<file path="src/logic/opc_pkg.sv">
// Constants and carrier types for the oscillator/PLL control block.
// Assumes a 32-bit APB slave with registers on aligned words.
package opc_pkg;
  // Register byte offsets within either alias page
  localparam logic [11:0] OFS_CTL     = 12'h000;
  localparam logic [11:0] OFS_CLKOUT  = 12'h008;
  localparam logic [11:0] OFS_SECP    = 12'h010;
  localparam logic [11:0] OFS_SECSTAT = 12'h014;
  localparam logic [11:0] OFS_PERIPH  = 12'h018;
  localparam logic [11:0] OFS_MONITOR = 12'h01C;
  localparam logic [11:0] OFS_VKEY    = 12'h030;
  localparam logic [11:0] OFS_DSV     = 12'h034;
  // Alias pages, address bits 31:12
  localparam logic [19:0] SEC_PAGE = 20'h50023;
  localparam logic [19:0] NS_PAGE  = 20'h40023;
  // Unlock key of the deep-sleep voltage register
  localparam logic [31:0] VOLT_KEY = 32'h1A2B3C4D;
  // Control register bit positions
  localparam int B_READY = 31;
  localparam int B_XPLL  = 30;
  localparam int B_XAUD  = 29;
  localparam int B_XPU   = 28;
  localparam int B_ASTB  = 27;
  localparam int B_AEN   = 26;
  localparam int B_PSTB  = 25;
  localparam int B_PEN   = 24;
  localparam int B_DSTB  = 23;
  localparam int B_RFMON = 22;
  localparam int B_DEN   = 21;
  localparam int B_DPU   = 20;
  localparam int B_XMON  = 19;
  localparam int B_XSTB  = 17;
  localparam int B_XEN   = 16;
  localparam int B_CAL   = 8;
  localparam int B_PRIV  = 2;
  localparam int B_RSTB  = 1;
  // Control register reset value and software-writable bits
  localparam logic [31:0] CTL_RESET = 32'h00000083;
  localparam logic [31:0] CTL_RW    = 32'hF57900FD;
  // Bits dropped by hardware on deep-sleep or standby entry
  localparam logic [31:0] LP_CLEAR  = 32'h75100000;
  // Per-resource secured bits of the control register
  localparam logic [31:0] SM_RC    = 32'h0000FFFB;
  localparam logic [31:0] SM_XTAL  = 32'hF04B0000;
  localparam logic [31:0] SM_PLL   = 32'h03000000;
  localparam logic [31:0] SM_DPLL  = 32'h00B00000;
  localparam logic [31:0] SM_AUDIO = 32'h0C000000;
  // Security configuration bit positions
  localparam int S_RC = 0;
  localparam int S_XTAL = 1;
  localparam int S_LOWSPD = 2;
  localparam int S_SYSCLK = 3;
  localparam int S_PRESC = 4;
  localparam int S_PLL = 5;
  localparam int S_DPLL = 6;
  localparam int S_RSTF = 7;
  localparam int S_BKP = 8;
  localparam int S_AUDIO = 9;
  localparam int SECP_W = 10;
  // Clock-output field base, divide-code reset and deep-sleep voltage reset
  localparam int B_CLKOUT = 24;
  localparam logic [2:0] DIV_CODE_RESET = 3'h0;
  localparam logic [1:0] DSV_RESET = 2'h0;
  // Clock-output configuration, register bits 31:24
  typedef struct packed {
    logic [1:0] sel_b;  // Second output source
    logic [2:0] div_b;  // clkout_b_divide
    logic [2:0] div_a;  // clkout_a_divide
  } opc_clkout_type;
endpackage : opc_pkg

</file>
<file path="src/logic/opc_top.sv">
// Oscillator/PLL control register block with security and privilege gating.
// Assumes APB inputs synchronous to core_clk_i and clock sources sampled as levels.
`timescale 1ns/1ps
`default_nettype none

////////////////////////////////////////////////////////////////////////////////
// Clock-output divider: ratio 1 for codes 0xx, 2..5 for codes 100..111
module opc_clk_divider (
  input  wire logic       core_clk_i,
  input  wire logic       rst_i,
  input  wire logic       src_i,
  input  wire logic [2:0] code_i,
  output logic            out_o
);
  logic       src_d;    // Previous source level
  logic [2:0] cnt;      // Source edge counter
  logic [2:0] next_cnt;
  logic       next_out;
  logic [2:0] ratio;

  // Counter wraps at the ratio; output high for the first half
  always_comb begin
    ratio    = code_i[2] ? {1'b0, code_i[1:0]} + 3'h2 : 3'h1;
    next_cnt = cnt;
    next_out = out_o;
    if (ratio == 3'h1) begin
      next_cnt = 3'h0;
      next_out = src_i;
    end else if (src_i && !src_d) begin
      next_cnt = (cnt >= ratio - 3'h1) ? 3'h0 : cnt + 3'h1;
      // Odd ratios give a high phase one edge longer
      next_out = (next_cnt < ((ratio + 3'h1) >> 1));
    end
  end

  // Registers; synchronous reset
  always_ff @(posedge core_clk_i) begin
    if (rst_i) begin
      src_d <= 1'b0;
      cnt   <= 3'h0;
      out_o <= 1'b0;
    end else begin
      src_d <= src_i;
      cnt   <= next_cnt;
      out_o <= next_out;
    end
  end
endmodule : opc_clk_divider

////////////////////////////////////////////////////////////////////////////////
module opc_top #(
  parameter int PERIPH_N = 16  // Peripheral clock-enable bits
) (
  input  wire logic                core_clk_i,
  input  wire logic                rst_i,
  input  wire logic                psel_i,
  input  wire logic                penable_i,
  input  wire logic                pwrite_i,
  input  wire logic [31:0]         paddr_i,
  input  wire logic [31:0]         pwdata_i,
  input  wire logic [3:0]          pstrb_i,
  input  wire logic [2:0]          pprot_i,
  output logic [31:0]              prdata_o,
  output logic                     pready_o,
  output logic                     pslverr_o,
  input  wire logic                tz_enable_i,
  input  wire logic                low_power_entry_i,
  input  wire logic                main_pll_is_sys_i,
  input  wire logic                digital_pll_is_sys_i,
  input  wire logic                rc_stable_i,
  input  wire logic                main_xtal_stable_i,
  input  wire logic                main_pll_stable_i,
  input  wire logic                audio_pll_stable_i,
  input  wire logic                digital_pll_stable_i,
  input  wire logic [7:0]          rc_factory_calibration_i,
  input  wire logic                xtal_stuck_i,
  input  wire logic [PERIPH_N-1:0] periph_secure_i,
  input  wire logic                clkout_a_src_i,
  input  wire logic                sys_clk_i,
  input  wire logic                audio_pll_clock_i,
  input  wire logic                main_xtal_clk_i,
  input  wire logic                digital_pll_clock_i,
  output logic [31:0]              ctrl_o,
  output logic [1:0]               deep_sleep_voltage_sel_o,
  output logic [PERIPH_N-1:0]      periph_enable_o,
  output logic                     sys_force_rc_o,
  output logic                     illegal_access_o,
  output logic                     clock_output_a_o,
  output logic                     clock_output_b_o
);
  if (PERIPH_N < 1 || PERIPH_N > 32) begin : g_chk
    $error("PERIPH_N must lie in 1..32");
  end

  // Register state
  logic                       unlock;       // Voltage key seen
  logic [opc_pkg::SECP_W-1:0] secp;         // security_config_reg
  opc_pkg::opc_clkout_type    clkout;       // Clock-output fields
  logic                       next_unlock;
  logic [31:0]                next_ctrl;
  logic [1:0]                 next_dsv;
  logic [PERIPH_N-1:0]        next_periph;
  logic [opc_pkg::SECP_W-1:0] next_secp;
  opc_pkg::opc_clkout_type    next_clkout;
  logic                       next_force;
  logic [31:0]                next_rdata;
  logic                       next_ready;
  logic                       next_err;
  logic                       next_illegal;
  // Decode helpers
  logic [11:0] ofs;
  logic        page_sec, mapped, secure, unpriv_blk, wr_go, is_secp;
  logic [31:0] bmask, ctl_sec, ctl_view, wm, pmask;
  logic        clk_b_src;

  // Address decode and access attributes
  always_comb begin
    ofs      = paddr_i[11:0];
    page_sec = (paddr_i[31:12] == opc_pkg::SEC_PAGE);
    mapped   = (page_sec || paddr_i[31:12] == opc_pkg::NS_PAGE) &&
               (ofs == opc_pkg::OFS_CTL || ofs == opc_pkg::OFS_CLKOUT ||
                ofs == opc_pkg::OFS_SECP || ofs == opc_pkg::OFS_SECSTAT ||
                ofs == opc_pkg::OFS_PERIPH || ofs == opc_pkg::OFS_MONITOR ||
                ofs == opc_pkg::OFS_VKEY || ofs == opc_pkg::OFS_DSV);
    // Security off makes every access behave as secure toward the bits
    secure     = !tz_enable_i || (page_sec && !pprot_i[1]);
    is_secp    = (ofs == opc_pkg::OFS_SECP);
    unpriv_blk = ctrl_o[opc_pkg::B_PRIV] && !pprot_i[0] &&
                 ofs != opc_pkg::OFS_SECSTAT;
    bmask = {{8{pstrb_i[3]}}, {8{pstrb_i[2]}}, {8{pstrb_i[1]}}, {8{pstrb_i[0]}}};
    wr_go = psel_i && penable_i && pready_o && pwrite_i && mapped && !unpriv_blk;
    // Secured control bits per configured resource
    ctl_sec = (secp[opc_pkg::S_RC] ? opc_pkg::SM_RC : 32'h0) |
              (secp[opc_pkg::S_XTAL] ? opc_pkg::SM_XTAL : 32'h0) |
              (secp[opc_pkg::S_PLL] ? opc_pkg::SM_PLL : 32'h0) |
              (secp[opc_pkg::S_DPLL] ? opc_pkg::SM_DPLL : 32'h0) |
              (secp[opc_pkg::S_AUDIO] ? opc_pkg::SM_AUDIO : 32'h0);
    pmask = 32'h0;
    pmask[PERIPH_N-1:0] = periph_secure_i;
    ctl_view = ctrl_o;  // Hardware status merged into the read view
    ctl_view[opc_pkg::B_ASTB] = audio_pll_stable_i;
    ctl_view[opc_pkg::B_PSTB] = main_pll_stable_i;
    ctl_view[opc_pkg::B_DSTB] = digital_pll_stable_i;
    ctl_view[opc_pkg::B_XSTB] = main_xtal_stable_i;
    ctl_view[opc_pkg::B_RSTB] = rc_stable_i;
    ctl_view[opc_pkg::B_CAL+7:opc_pkg::B_CAL] = rc_factory_calibration_i;
    // Read data, captured in the setup cycle
    case (ofs)
      opc_pkg::OFS_CTL:     next_rdata = ctl_view & (secure ? 32'hFFFFFFFF : ~ctl_sec);
      opc_pkg::OFS_CLKOUT:  next_rdata = (secure || !secp[opc_pkg::S_SYSCLK]) ?
                                         {clkout, 24'h0} : 32'h0;
      opc_pkg::OFS_SECP,
      opc_pkg::OFS_SECSTAT: next_rdata = (tz_enable_i && secure) ?
                                         {22'h0, secp} : 32'h0;
      opc_pkg::OFS_PERIPH:  next_rdata = 32'(periph_enable_o) &
                                         (secure ? 32'hFFFFFFFF : ~pmask);
      opc_pkg::OFS_MONITOR: next_rdata = {31'h0, sys_force_rc_o &
                                         (secure || !secp[opc_pkg::S_XTAL])};
      opc_pkg::OFS_DSV:     next_rdata = {30'h0, deep_sleep_voltage_sel_o};
      default:              next_rdata = 32'h0;  // Key and unmapped read zero
    endcase
    if (unpriv_blk || !mapped) begin
      next_rdata = 32'h0;
    end
    if (!(psel_i && !penable_i)) begin
      next_rdata = prdata_o;
    end
    next_ready = psel_i && !penable_i;  // Zero wait states
    next_err   = psel_i && !penable_i && !mapped;
    // One pulse per nonsecure touch of the security configuration
    next_illegal = psel_i && penable_i && pready_o && mapped && is_secp &&
                   tz_enable_i && !secure;
  end

  // Register update
  always_comb begin
    next_ctrl   = ctrl_o;
    next_dsv    = deep_sleep_voltage_sel_o;
    next_periph = periph_enable_o;
    next_secp   = secp;
    next_clkout = clkout;
    next_unlock = unlock;
    next_force  = sys_force_rc_o;
    wm          = bmask & (secure ? 32'hFFFFFFFF : ~ctl_sec);
    if (!pprot_i[0]) begin
      wm[opc_pkg::B_PRIV] = 1'b0;
    end
    if (wr_go) begin
      case (ofs)
        opc_pkg::OFS_CTL: begin
          next_ctrl = ((ctrl_o & ~wm) | (pwdata_i & wm)) & opc_pkg::CTL_RW;
          if (ctrl_o[opc_pkg::B_XEN] || ctrl_o[opc_pkg::B_XPLL] ||
              ctrl_o[opc_pkg::B_XAUD] || ctrl_o[opc_pkg::B_DEN]) begin
            next_ctrl[opc_pkg::B_READY] = ctrl_o[opc_pkg::B_READY];
          end else begin
            next_ctrl[opc_pkg::B_XPU] = ctrl_o[opc_pkg::B_XPU];
          end
          if (ctrl_o[opc_pkg::B_PEN]) begin
            next_ctrl[opc_pkg::B_XPLL] = ctrl_o[opc_pkg::B_XPLL];
          end
          if (ctrl_o[opc_pkg::B_AEN]) begin
            next_ctrl[opc_pkg::B_XAUD] = ctrl_o[opc_pkg::B_XAUD];
          end
          if (main_pll_is_sys_i && ctrl_o[opc_pkg::B_PEN]) begin
            next_ctrl[opc_pkg::B_PEN] = 1'b1;
          end
          if (digital_pll_is_sys_i && ctrl_o[opc_pkg::B_DEN]) begin
            next_ctrl[opc_pkg::B_DEN] = 1'b1;
          end
          if (digital_pll_is_sys_i && ctrl_o[opc_pkg::B_DPU]) begin
            next_ctrl[opc_pkg::B_DPU] = 1'b1;
          end
        end
        opc_pkg::OFS_CLKOUT: if (secure || !secp[opc_pkg::S_SYSCLK]) begin
          next_clkout = (bmask[31]) ? pwdata_i[31:24] : clkout;
        end
        opc_pkg::OFS_SECP: if (tz_enable_i && secure && bmask[0] && bmask[8]) begin
          next_secp = pwdata_i[opc_pkg::SECP_W-1:0];
        end
        opc_pkg::OFS_PERIPH: begin
          next_periph = (periph_enable_o & ~(bmask[PERIPH_N-1:0] &
                        (secure ? {PERIPH_N{1'b1}} : ~periph_secure_i))) |
                        (pwdata_i[PERIPH_N-1:0] & bmask[PERIPH_N-1:0] &
                        (secure ? {PERIPH_N{1'b1}} : ~periph_secure_i));
        end
        opc_pkg::OFS_MONITOR: if ((secure || !secp[opc_pkg::S_XTAL]) &&
                                  pwdata_i[0] && bmask[0]) begin
          next_force = 1'b0;  // Write one clears the stuck flag
        end
        opc_pkg::OFS_VKEY: next_unlock = (pwdata_i == opc_pkg::VOLT_KEY);
        opc_pkg::OFS_DSV: begin
          if (unlock && bmask[0]) begin
            next_dsv = pwdata_i[1:0];
          end
          next_unlock = 1'b0;  // Every update needs a new key
        end
        default: next_unlock = unlock;
      endcase
    end
    // Hardware events win over software in the same cycle
    if (low_power_entry_i) begin
      next_ctrl = next_ctrl & ~opc_pkg::LP_CLEAR;
    end
    if (xtal_stuck_i && ctrl_o[opc_pkg::B_XMON]) begin
      next_force = 1'b1;
    end
  end

  // State registers; synchronous reset
  always_ff @(posedge core_clk_i) begin
    if (rst_i) begin
      ctrl_o                   <= opc_pkg::CTL_RESET;
      deep_sleep_voltage_sel_o <= opc_pkg::DSV_RESET;
      periph_enable_o          <= '0;
      secp                     <= '0;
      clkout                   <= '0;
      unlock                   <= 1'b0;
      sys_force_rc_o           <= 1'b0;
      prdata_o                 <= 32'h0;
      pready_o                 <= 1'b0;
      pslverr_o                <= 1'b0;
      illegal_access_o         <= 1'b0;
    end else begin
      ctrl_o                   <= next_ctrl;
      deep_sleep_voltage_sel_o <= next_dsv;
      periph_enable_o          <= next_periph;
      secp                     <= next_secp;
      clkout                   <= next_clkout;
      unlock                   <= next_unlock;
      sys_force_rc_o           <= next_force;
      prdata_o                 <= next_rdata;
      pready_o                 <= next_ready;
      pslverr_o                <= next_err;
      illegal_access_o         <= next_illegal;
    end
  end

  ////////////////////////////////////////////////////////////////////////////
  // Second output source mux; crystal monitor enables leave via ctrl_o
  always_comb begin
    case (clkout.sel_b)
      2'h0:    clk_b_src = sys_clk_i;
      2'h1:    clk_b_src = audio_pll_clock_i;
      2'h2:    clk_b_src = main_xtal_clk_i;
      2'h3:    clk_b_src = digital_pll_clock_i;
      default: clk_b_src = sys_clk_i;
    endcase
  end

  // Dividers: sources toggle far below core_clk_i or they alias
  opc_clk_divider u_div_a (
    .core_clk_i (core_clk_i),
    .rst_i      (rst_i),
    .src_i      (clkout_a_src_i),
    .code_i     (clkout.div_a),
    .out_o      (clock_output_a_o)
  );
  opc_clk_divider u_div_b (
    .core_clk_i (core_clk_i),
    .rst_i      (rst_i),
    .src_i      (clk_b_src),
    .code_i     (clkout.div_b),
    .out_o      (clock_output_b_o)
  );
endmodule : opc_top

`default_nettype wire
</file>
<file path="config.mk">
export PLATFORM = sky130hd
export DESIGN_NAME = opc_top
export DESIGN_NICKNAME = d
export VERILOG_FILES = /design/src/logic/opc_pkg.sv /design/src/logic/opc_top.sv
export SDC_FILE = /design/constraint.sdc
export NUM_CORES = 1
export LEC_CHECK = 0
export ABC_AREA = 1
export BUFFER_PORTS_ARGS = -buffer_cell sky130_fd_sc_hd__buf_2
export CORE_UTILIZATION = 30
export DETAILED_ROUTE_END_ITERATION = 16
export GPL_ROUTABILITY_DRIVEN = 0
export SYNTH_ARGS = -nofsm -noshare
export SYNTH_HDL_FRONTEND = slang
export SYNTH_SLANG_ARGS = --single-unit
export TNS_END_PERCENT = 10
</file>
<file path="constraint.sdc">
create_clock -name core_clk_i -period 2.12 [get_ports core_clk_i]
set_input_delay 0.106 -clock core_clk_i [delete_from_list [all_inputs] [get_ports core_clk_i]]
set_output_delay 0.106 -clock core_clk_i [all_outputs]
set_load 0.005 [all_outputs]
</file>
==> results of run 1 <==
## cell usage after synthesis (5+ instances only)
cell type	count	area share [%]
nor2_1	111	6.9
nor3_1	11	0.91
inv_2	5	0.31
o21ai_1	11	0.91
buf_4	16	2.0
xor2_1	5	0.73
inv_1	78	4.9
nand2_1	265	16
nand4_1	20	2.1
nor4_1	6	0.62
nor2_2	6	0.62
o21ai_0	13	1.1
clkbuf_1	17	1.1
nand3_1	127	11
ha_1	16	3.3
dfxtp_1	101	34
a22oi_1	5	0.62
buf_2	12	1.0
a21oi_1	75	6.2
## through the flow
| stage | setup TNS [ns] | hold slack [ns] |
|---|---|---|
| 6_report | -0.0877 | 0.0295 |
| 2_1_floorplan | -0.00472 | 0.247 |
| 3_5_place_dp | -0.219 | 0.367 |
| 3_3_place_gp | -0.0867 | 0.361 |
| 4_1_cts | -0.126 | 0.0227 |
| 5_1_grt | -0.363 | 0.0305 |
## placed cells by master (no fill, tap or decap), types with 5 or more instances in the layout
master	instances
buf_4	39
dfxtp_1	97
nor4_1	6
inv_1	72
nor2_1	107
ha_1	12
nor3_1	11
o21ai_0	12
nand3_1	127
nand4_1	20
nor2_4	7
nor2_2	6
clkbuf_16	9
buf_2	187
a22oi_1	5
inv_2	9
nand2_1	265
conb_1	14
a21oi_1	74
o21ai_1	11
xor2_1	5
## power by group
part	internal [mW]	switching, mW
Combinational	0.141	0.239
Clock	0.928	0.787
Sequential	1.90	0.00240
Total	2.97	1.03
## routing by layer
layer	vias up	global-route usage, %
met5	-	0
met4	0	6.77
met3	29	4.17
met2	217	34.8
met1	3068	26.9
li1	3465	-
## path summary, 6_finish.rpt
path | cells after the start | slack [ns] | startpoint | endpoint
worst min-delay path | 3 | 0.03 | psel_i | illegal_access_o
worst min register to register | 2 | 0.45 | ctrl_o[1] | ctrl_o[1]
worst max register to register | 14 | -0.09 | clkout[5] | u_div_b.out_o
worst max-delay path | 14 | -0.09 | clkout[5] | u_div_b.out_o
## worst min-delay path: cells and delay by family
kind	cells	cell delay [ns]
simple gates	2	0.13
buf+inv	1	0.11
## area by class of cell
| type | count | area [um^2] | share of cell area (%) |
|---|---|---|---|
| Clock buffer | 10 | 229 | 2.92 |
| Multi-Input combinational cell | 718 | 3540 | 45.1 |
| Antenna cell | 3 | 7.51 | 0.0956 |
| Tap cell | 265 | 332 | 4.22 |
| Clock inverter | 6 | 68.8 | 0.876 |
| Timing Repair Buffer | 232 | 1320 | 16.8 |
| Sequential cell | 101 | 2030 | 25.8 |
| Inverter | 86 | 328 | 4.18 |
## kinds of logic (layout without fill, tap and decap cells)
| family | after synthesis | after routing | synth area share (%) |
|---|---|---|---|
| AO/OA/AOI/OAI | 111 | 111 | 9.66 |
| buffers and inverters | 136 | 334 | 10.1 |
| other | 1 | 17 | 0.0621 |
| flip-flops | 101 | 101 | 33.5 |
| XOR/XNOR | 6 | 6 | 0.871 |
| adder cells (fa/ha/maj) | 16 | 16 | 3.32 |
| AND/OR/NAND/NOR | 571 | 571 | 42.4 |
## what timing repair did
item / in CTS / in global routing
pin swaps: 9 / 18
hold buffers: 2 / 0
setup endpoints to repair: 2 / 2
buffers inserted: 1 / 4
resized for setup: 11 / 18
gates cloned: 0 / 0
endpoints found under the hold margin: 2 / 0
==> out/results.tsv, run 1 <==
metric	value	unit
die_w	144	um
hold_class	input pin to flip-flop	
cp_common_cell	nand2_1	
critPathTopFamily	adder cells	
htree_levels	3	
cts_buffer_depth	2	
grt_pass1_wl	32.7	mm
synth_edf_count	0	
max_slew.worst_pin.slew	0.797	ns
cap_violations	0	
die_h	144	um
worstSetupPathType	flip-flop to flip-flop	
grt_pass1_vias	6226	
critPathLaunchType	flip-flop	
path_clk_slew	0.08	ns
wl_met3	1.25	mm
finalWorstSetupSlack	-0.0874	ns
coreArea	0.0196	mm^2
utilization	40.1	%
rows	51	
n_fill_cell	2139	
critPathMaxStageDelay	0.33	ns
rsz0062_at_grt	true	
syn_inst	942	
final_cell_count_no_fill	1421	
ant_nets	0	
hpwlAfterDp	16.6	mm
layout-drive-gt1-share	25.2	%
antenna_found_initial	3	
syn_avg_cell_area	6.41	um^2
clock-sinks	101	
min_period_over_period	104	%
ys_seq_area_share	33.5	%
leakagePower	3.74	nW
path_cells	inv_4, nor2_4, buf_6, ha_4, xor2_1, ha_1, a21oi_1, o211ai_1, buf_4, or2_4, nand2_1, nand2_1, nand3b_1, a31oi_1	
io_buffers	187	
layout_min_cycle_time	2.21	ns
drt_iter0_drc	403	
synthFlopType	dfxtp_1	
dieArea	0.0207	mm^2
fin_nets	1279	
drv_slew	0	
yosysWarnings	0	
timing.slew.headroom	46.4	%
grt_overflow	0	
grt_max_degree	44	
synth_area	0.00603	mm^2
cts_tree	done	
p_total	4.00	mW
hold_violations	0	
initial_core_util	30.8	%
top_level_ports	203	
path_buf_inv	3	
grt_use_total	20.9	%
avgViaCountPerCell	4.77	
crit_slowest_cell	dfxtp_2	
place_ws	-0.157	ns
final-setup-viol-count	2	
ys_ff_latch	101	
max_clock_freq	0.453	GHz
postSynth.asyncResetShare	0	%
max-vdd-ir-drop	0.344	mV
routedWlPerCell	15.1	um
clk_latency	0.36	ns
outcome	finished with violations	
met2_length	10.1	mm
stdcell_area	0.00785	mm^2
power_density	509	mW/mm^2
cp-end-kind	flip-flop	
clockRootBuffer	clkbuf_16	
skew	0.0130	ns
place_area	0.00740	mm^2
met1_length	9.55	mm
synth_cell_types	40	
area_growth_syn_to_layout	30.1	%
dp_cells	1396	
via_count	6779	
violations	negative setup slack	
crit_required	2.33	ns
dr.pass1.iters	5	
drc	0	
worstPathArrival	2.42	ns
wirelength	21.4	mm
path_max_fanout	3	
top_layer	met4	
cts_inserted_buffers	9	
(Power assumes the default switching activity.)
==> inputs of run 2 (changes only) <==
--- a/config.mk
+++ b/config.mk
@@ -10,6 +10,7 @@
 export CORE_UTILIZATION = 30
 export DETAILED_ROUTE_END_ITERATION = 16
 export GPL_ROUTABILITY_DRIVEN = 0
+export SETUP_SLACK_MARGIN = 0.3
 export SYNTH_ARGS = -nofsm -noshare
 export SYNTH_HDL_FRONTEND = slang
 export SYNTH_SLANG_ARGS = --single-unit
==> out/results.tsv, run 2 (synthesis gave the netlist of run 1 again) <==
metric	value	unit	change
critPathMaxStageDelay	0.35	ns	+0.02 ns
place_ws	-0.157	ns	unchanged
dp_cells	1396		unchanged
clk_latency	0.36	ns	about the same
critPathLaunchType	flip-flop		
drv_slew	0		unchanged
finalWorstSetupSlack	-0.107	ns	-0.0201 ns
grt_use_total	21.0	%	+0.028 points
final_cell_count_no_fill	1424		+0.21%
stdcell_area	0.00792	mm^2	+0.89%
max_clock_freq	0.449	GHz	-0.90%
finalSetupTns	-0.127	ns	-0.0395 ns
path_clk_slew	0.08	ns	about the same
antenna_found_initial	3		unchanged
htree_levels	3		unchanged
path_buf_inv	3		unchanged
hold_depth	3		unchanged
area_growth_syn_to_layout	31.3	%	
leakagePower	3.77	nW	+0.84%
drt_iter0_drc	439		+8.9%
final-setup-viol-count	2		unchanged
ant_nets	0		unchanged
cp-end-kind	flip-flop		
via_count	6835		+0.83%
rsz0062_at_grt	true		
power_density	505	mW/mm^2	-0.77%
die_w	144	um	unchanged
hold_violations	0		unchanged
timing.slew.headroom	53.8	%	+7.4 points
reg2reg_slack	-0.11	ns	-0.02 ns
initial_core_util	30.8	%	unchanged
outcome	finished with violations		
crit_required	2.33	ns	about the same
crit_slowest_cell	dfxtp_2		
clock-sinks	101		unchanged
layout-drive-gt1-share	26.4	%	+1.1 points
place_area	0.00740	mm^2	unchanged
dieArea	0.0207	mm^2	unchanged
grt_pass1_vias	6235		+0.14%
cap_violations	0		unchanged
fin_nets	1282		+0.23%
rows	51		unchanged
violations	negative setup slack		
avgViaCountPerCell	4.80		+0.61%
grt_max_degree	44		unchanged
skew	0.0129	ns	-0.0000283 ns
hold_path_end	illegal_access_o		
r2r_cells	14		unchanged
most-common-layout-cells	nand2_1 (263), buf_2 (187), nand3_1 (127)		
timing.rr.start	clkout[5]		
cts_buffer_depth	2		unchanged
max_slew.worst_pin.slew	0.687	ns	-0.110 ns
cp_common_cell	nand2_1		
die_h	144	um	unchanged
hold_class	input pin to flip-flop		
grt_pass1_wl	32.8	mm	+0.17%
worstSetupPathType	flip-flop to flip-flop		
cts_tree	done		
final_common_cell	nand2_1		
r2r-end	u_div_b.out_o		
hpwlAfterDp	16.6	mm	unchanged
n_fill_cell	2129		-0.47%
dr.pass1.iters	7		+2
drc	0		unchanged
path_max_fanout	3		unchanged
wirelength	21.6	mm	+0.71%
routedWlPerCell	15.2	um	+0.50%
grt_overflow	0		unchanged
path_cells	inv_4, nor2_4, inv_2, ha_4, xor2_1, ha_1, a21oi_1, o211ai_1, buf_4, or2_4, nand2_1, nand2_1, nand3b_1, a31oi_1		
critPathTopFamily	simple AND/OR/NAND/NOR gates		
max-vdd-ir-drop	0.345	mV	+0.44%
worstPathArrival	2.44	ns	+0.02 ns
min_period_over_period	105	%	+0.95 points
clockRootBuffer	clkbuf_16		
layout_min_cycle_time	2.23	ns	+0.0201 ns
top_level_ports	203		unchanged
io_buffers	187		unchanged
p_total	4.00	mW	+0.11%
hp-start	psel_i		
cts_inserted_buffers	9		unchanged
coreArea	0.0196	mm^2	unchanged
-- run 2: final cells by class --
cell class,instances,area (um^2),area share (%)
well taps,265,332,4.19
repair buffers,235,1350,17.0
flip-flops and latches,101,2030,25.6
clock buffers,10,229,2.89
inverters,86,330,4.17
diodes,3,7.51,0.0948
clock inverters,6,68.8,0.869
multi-input cells,718,3580,45.2
-- run 2: worst register-to-register path, delay by kind of cell (launching register included) --
family,cells,cell delay [ns]
flip-flops,1,0.35
XOR/XNOR,1,0.16
AND/OR/NAND/NOR,5,0.50
buffers and inverters,3,0.27
adder cells (fa/ha/maj),2,0.46
AO/OA/AOI/OAI,3,0.35
-- run 2: through the flow --
step                      hold slack, ns  utilization [%]
after floorplan                    0.247                -
after global placement             0.361             37.8
after detailed placement           0.367             37.8
after CTS                         0.0227             39.8
after global routing              0.0305             40.4
final                             0.0298             40.4
-- run 2: worst max-delay path by stage --
| stage | start | endpoint | slack, ns | depth (start not counted) |
|---|---|---|---|---|
| floorplan | clkout[5] | u_div_b.out_o | -0.002 | 13 |
| global placement | clkout[5] | u_div_b.out_o | -0.09 | 13 |
| detailed placement | clkout[5] | u_div_b.out_o | -0.16 | 13 |
| CTS | clkout[5] | u_div_b.out_o | -0.07 | 13 |
| global route | clkout[5] | u_div_b.out_o | -0.22 | 13 |
| finish | clkout[5] | u_div_b.out_o | -0.11 | 14 |
-- run 2: routing by layer --
metal / up-vias / wire [um] / global-route usage [%]
li1: 3478 / - / -
met1: 3091 / 9460 / 26.9
met2: 234 / 10200 / 34.9
met3: 32 / 1390 / 4.17
met4: 0 / 505 / 6.72
met5: - / 0 / 0
-- run 2: power by group --
part | internal (mW) | total (mW) | switching [mW]
registers | 1.90 | 1.90 | 0.00239
logic | 0.142 | 0.383 | 0.241
clock network | 0.928 | 1.72 | 0.789
-- run 2: timing repair --
| item | in CTS | in global routing |
|---|---|---|
| hold buffers | 2 | 0 |
| gates resized for setup | 21 | 23 |
| pin swaps | 19 | 19 |
| endpoints found under the hold margin | 2 | 0 |
| setup buffers | 3 | 4 |
| setup endpoints to repair | 23 | 37 |
==> inputs of run 3 (changes only) <==
--- a/config.mk
+++ b/config.mk
@@ -6,10 +6,11 @@
 export NUM_CORES = 1
 export LEC_CHECK = 0
 export ABC_AREA = 1
-export BUFFER_PORTS_ARGS = -buffer_cell sky130_fd_sc_hd__buf_2
+export BUFFER_PORTS_ARGS = -buffer_cell sky130_fd_sc_hd__clkbuf_2
 export CORE_UTILIZATION = 30
 export DETAILED_ROUTE_END_ITERATION = 16
 export GPL_ROUTABILITY_DRIVEN = 0
+export PLACE_DENSITY = 0.52
 export SETUP_SLACK_MARGIN = 0.3
 export SYNTH_ARGS = -nofsm -noshare
 export SYNTH_HDL_FRONTEND = slang
==> out/results.tsv, run 3 (synthesis gave the netlist of run 1 again) <==
metric	value	unit	change
outcome	finished with violations		
violations	negative setup slack		
antenna_found_initial	0		-3
layout-drive-gt1-share	25.5	%	-0.93 points
max_slew.worst_pin.slew	0.808	ns	+0.121 ns
hold_violations	0		unchanged
grt_pass1_wl	33.5	mm	+2.1%
place_area	0.00743	mm^2	+0.51%
worstSetupPathType	flip-flop to flip-flop		
skew	0.0108	ns	-0.00210 ns
io_buffers	187		unchanged
wirelength	21.7	mm	+0.35%
gr-usage-met1	28.4	%	+1.4 points
globalRoute.busiestLayer	met2		
clockRootBuffer	clkbuf_16		
most-common-layout-cells	nand2_1 (264), clkbuf_2 (187), nand3_1 (127)		
coreArea	0.0196	mm^2	unchanged
power_density	513	mW/mm^2	+1.6%
cp-startpoint	clkout[5]		
dieArea	0.0207	mm^2	unchanged
critPathLaunchType	flip-flop		
cts_inserted_buffers	9		unchanged
path_clk_slew	0.07	ns	about the same
via_count	6817		-0.26%
use_met3	3.73	%	-0.43 points
critPathTopFamily	adder cells		
clock-sinks	101		unchanged
finalWorstSetupSlack	-0.0755	ns	+0.0319 ns
grt_use_total	21.5	%	+0.49 points
timing.slew.headroom	45.7	%	-8.1 points
die_h	144	um	unchanged
path_max_fanout	3		unchanged
r2r-end	u_div_b.out_o		
endpoint	u_div_b.out_o		
grt_max_degree	43		-2.3%
leakagePower	3.74	nW	-0.87%
drc	0		unchanged
min_period_over_period	104	%	-1.5 points
cp-end-kind	flip-flop		
die_w	144	um	unchanged
r2r_cells	13		-1
hold_depth	3		unchanged
stdcell_area	0.00785	mm^2	-0.88%
cap_violations	0		unchanged
timing.rr.start	clkout[5]		
layout_min_cycle_time	2.20	ns	-0.0319 ns
routedWlPerCell	15.2	um	+0.28%
path_cells	inv_2, nor2_4, inv_2, ha_2, xor2_1, ha_1, nand2_1, o211ai_1, nor2_1, ha_1, nand2_1, nand3b_1, a31oi_1		
final_common_cell	nand2_1		
worstPathArrival	2.48	ns	+0.04 ns
cts_buffer_depth	2		unchanged
fin_nets	1285		+0.23%
max-vdd-ir-drop	0.382	mV	+11%
reg2reg_slack	-0.08	ns	+0.03 ns
grt_pass1_vias	6270		+0.56%
clk_latency	0.36	ns	about the same
drt_iter0_drc	356		-19%
hpwlAfterDp	17.0	mm	+2.4%
htree_levels	3		unchanged
max_clock_freq	0.455	GHz	+1.5%
drv_slew	0		unchanged
critPathMaxStageDelay	0.33	ns	-0.02 ns
hold_class	input pin to flip-flop		
top_level_ports	203		unchanged
cts_tree	done		
area_growth_syn_to_layout	30.1	%	
ant_nets	0		unchanged
avgViaCountPerCell	4.78		-0.33%
final-setup-viol-count	3		+1
hold-worst-slack	0.0150	ns	-0.0147 ns
grtUsageMet2	35.0	%	+0.076 points
rsz0062_at_grt	true		
path_buf_inv	2		-1
rows	51		unchanged
utilization	40.1	%	-0.36 points
crit_cells	13		-1
crit_slowest_cell	dfxtp_2		
n_fill_cell	2188		+2.8%
grt_overflow	0		unchanged
dr.pass1.iters	5		-2
crit_required	2.40	ns	+0.07 ns
initial_core_util	30.8	%	unchanged
## run 3: per-layer routing
layer / vias to the layer above / routed length [um]
met5: - / 0
met4: 0 / 557
met3: 29 / 1200
met2: 210 / 10200
met1: 3095 / 9740
li1: 3483 / -
## run 3: metrics by stage
| step | setup TNS [ns] | worst slack, ns | power [mW] | instances |
|---|---|---|---|---|
| final | -0.141 | -0.0755 | 4.03 | 1425 |
| after global routing | -0.718 | -0.239 | 4.21 | 1424 |
| after CTS | -0.115 | -0.0578 | 4.08 | 1423 |
| after detailed placement | -0.230 | -0.172 | 2.33 | 1401 |
| after global placement | -0.0914 | -0.0864 | 2.33 | 1401 |
| after floorplan | -0.00472 | -0.00238 | 2.15 | 955 |
## run 3: timing repair
action | CTS | global route
gates resized for setup | 10 | 11
endpoints found under the setup margin | 9 | 14
hold buffers | 1 | 0
buffers inserted | 5 | 1
hold endpoints to repair | 1 | 0
pin swaps | 6 | 12
## run 3: area by class of cell
type                            count  area, um^2  area share, %
Antenna cell                        1        2.50         0.0319
Clock buffer                       11         243           3.09
Clock inverter                      5        60.1          0.765
Inverter                           86         323           4.11
Multi-Input combinational cell    718        3510           44.7
Sequential cell                   101        2020           25.8
Tap cell                          265         332           4.22
Timing Repair Buffer              238        1360           17.3
## run 3: worst min-delay path by stage
stage	start	endpoint	slack [ns]
final	xtal_stuck_i	sys_force_rc_o	0.02
after floorplan	clkout_a_src_i	u_div_a.src_d	0.25
after detailed placement	clkout_a_src_i	u_div_a.src_d	0.36
after CTS	xtal_stuck_i	sys_force_rc_o	0.01
after global placement	clkout_a_src_i	u_div_a.src_d	0.35
after global routing	xtal_stuck_i	sys_force_rc_o	0.01
## run 3: worst min-delay path, cell delays in order
cell      delay [ns]
clkbuf_2        0.08
nand2_1         0.07
a21oi_1         0.06
## run 3: power by group
part	switching, mW	internal, mW	total, mW
Combinational	0.244	0.147	0.390
Sequential	0.00268	1.90	1.90
Clock	0.784	0.952	1.74
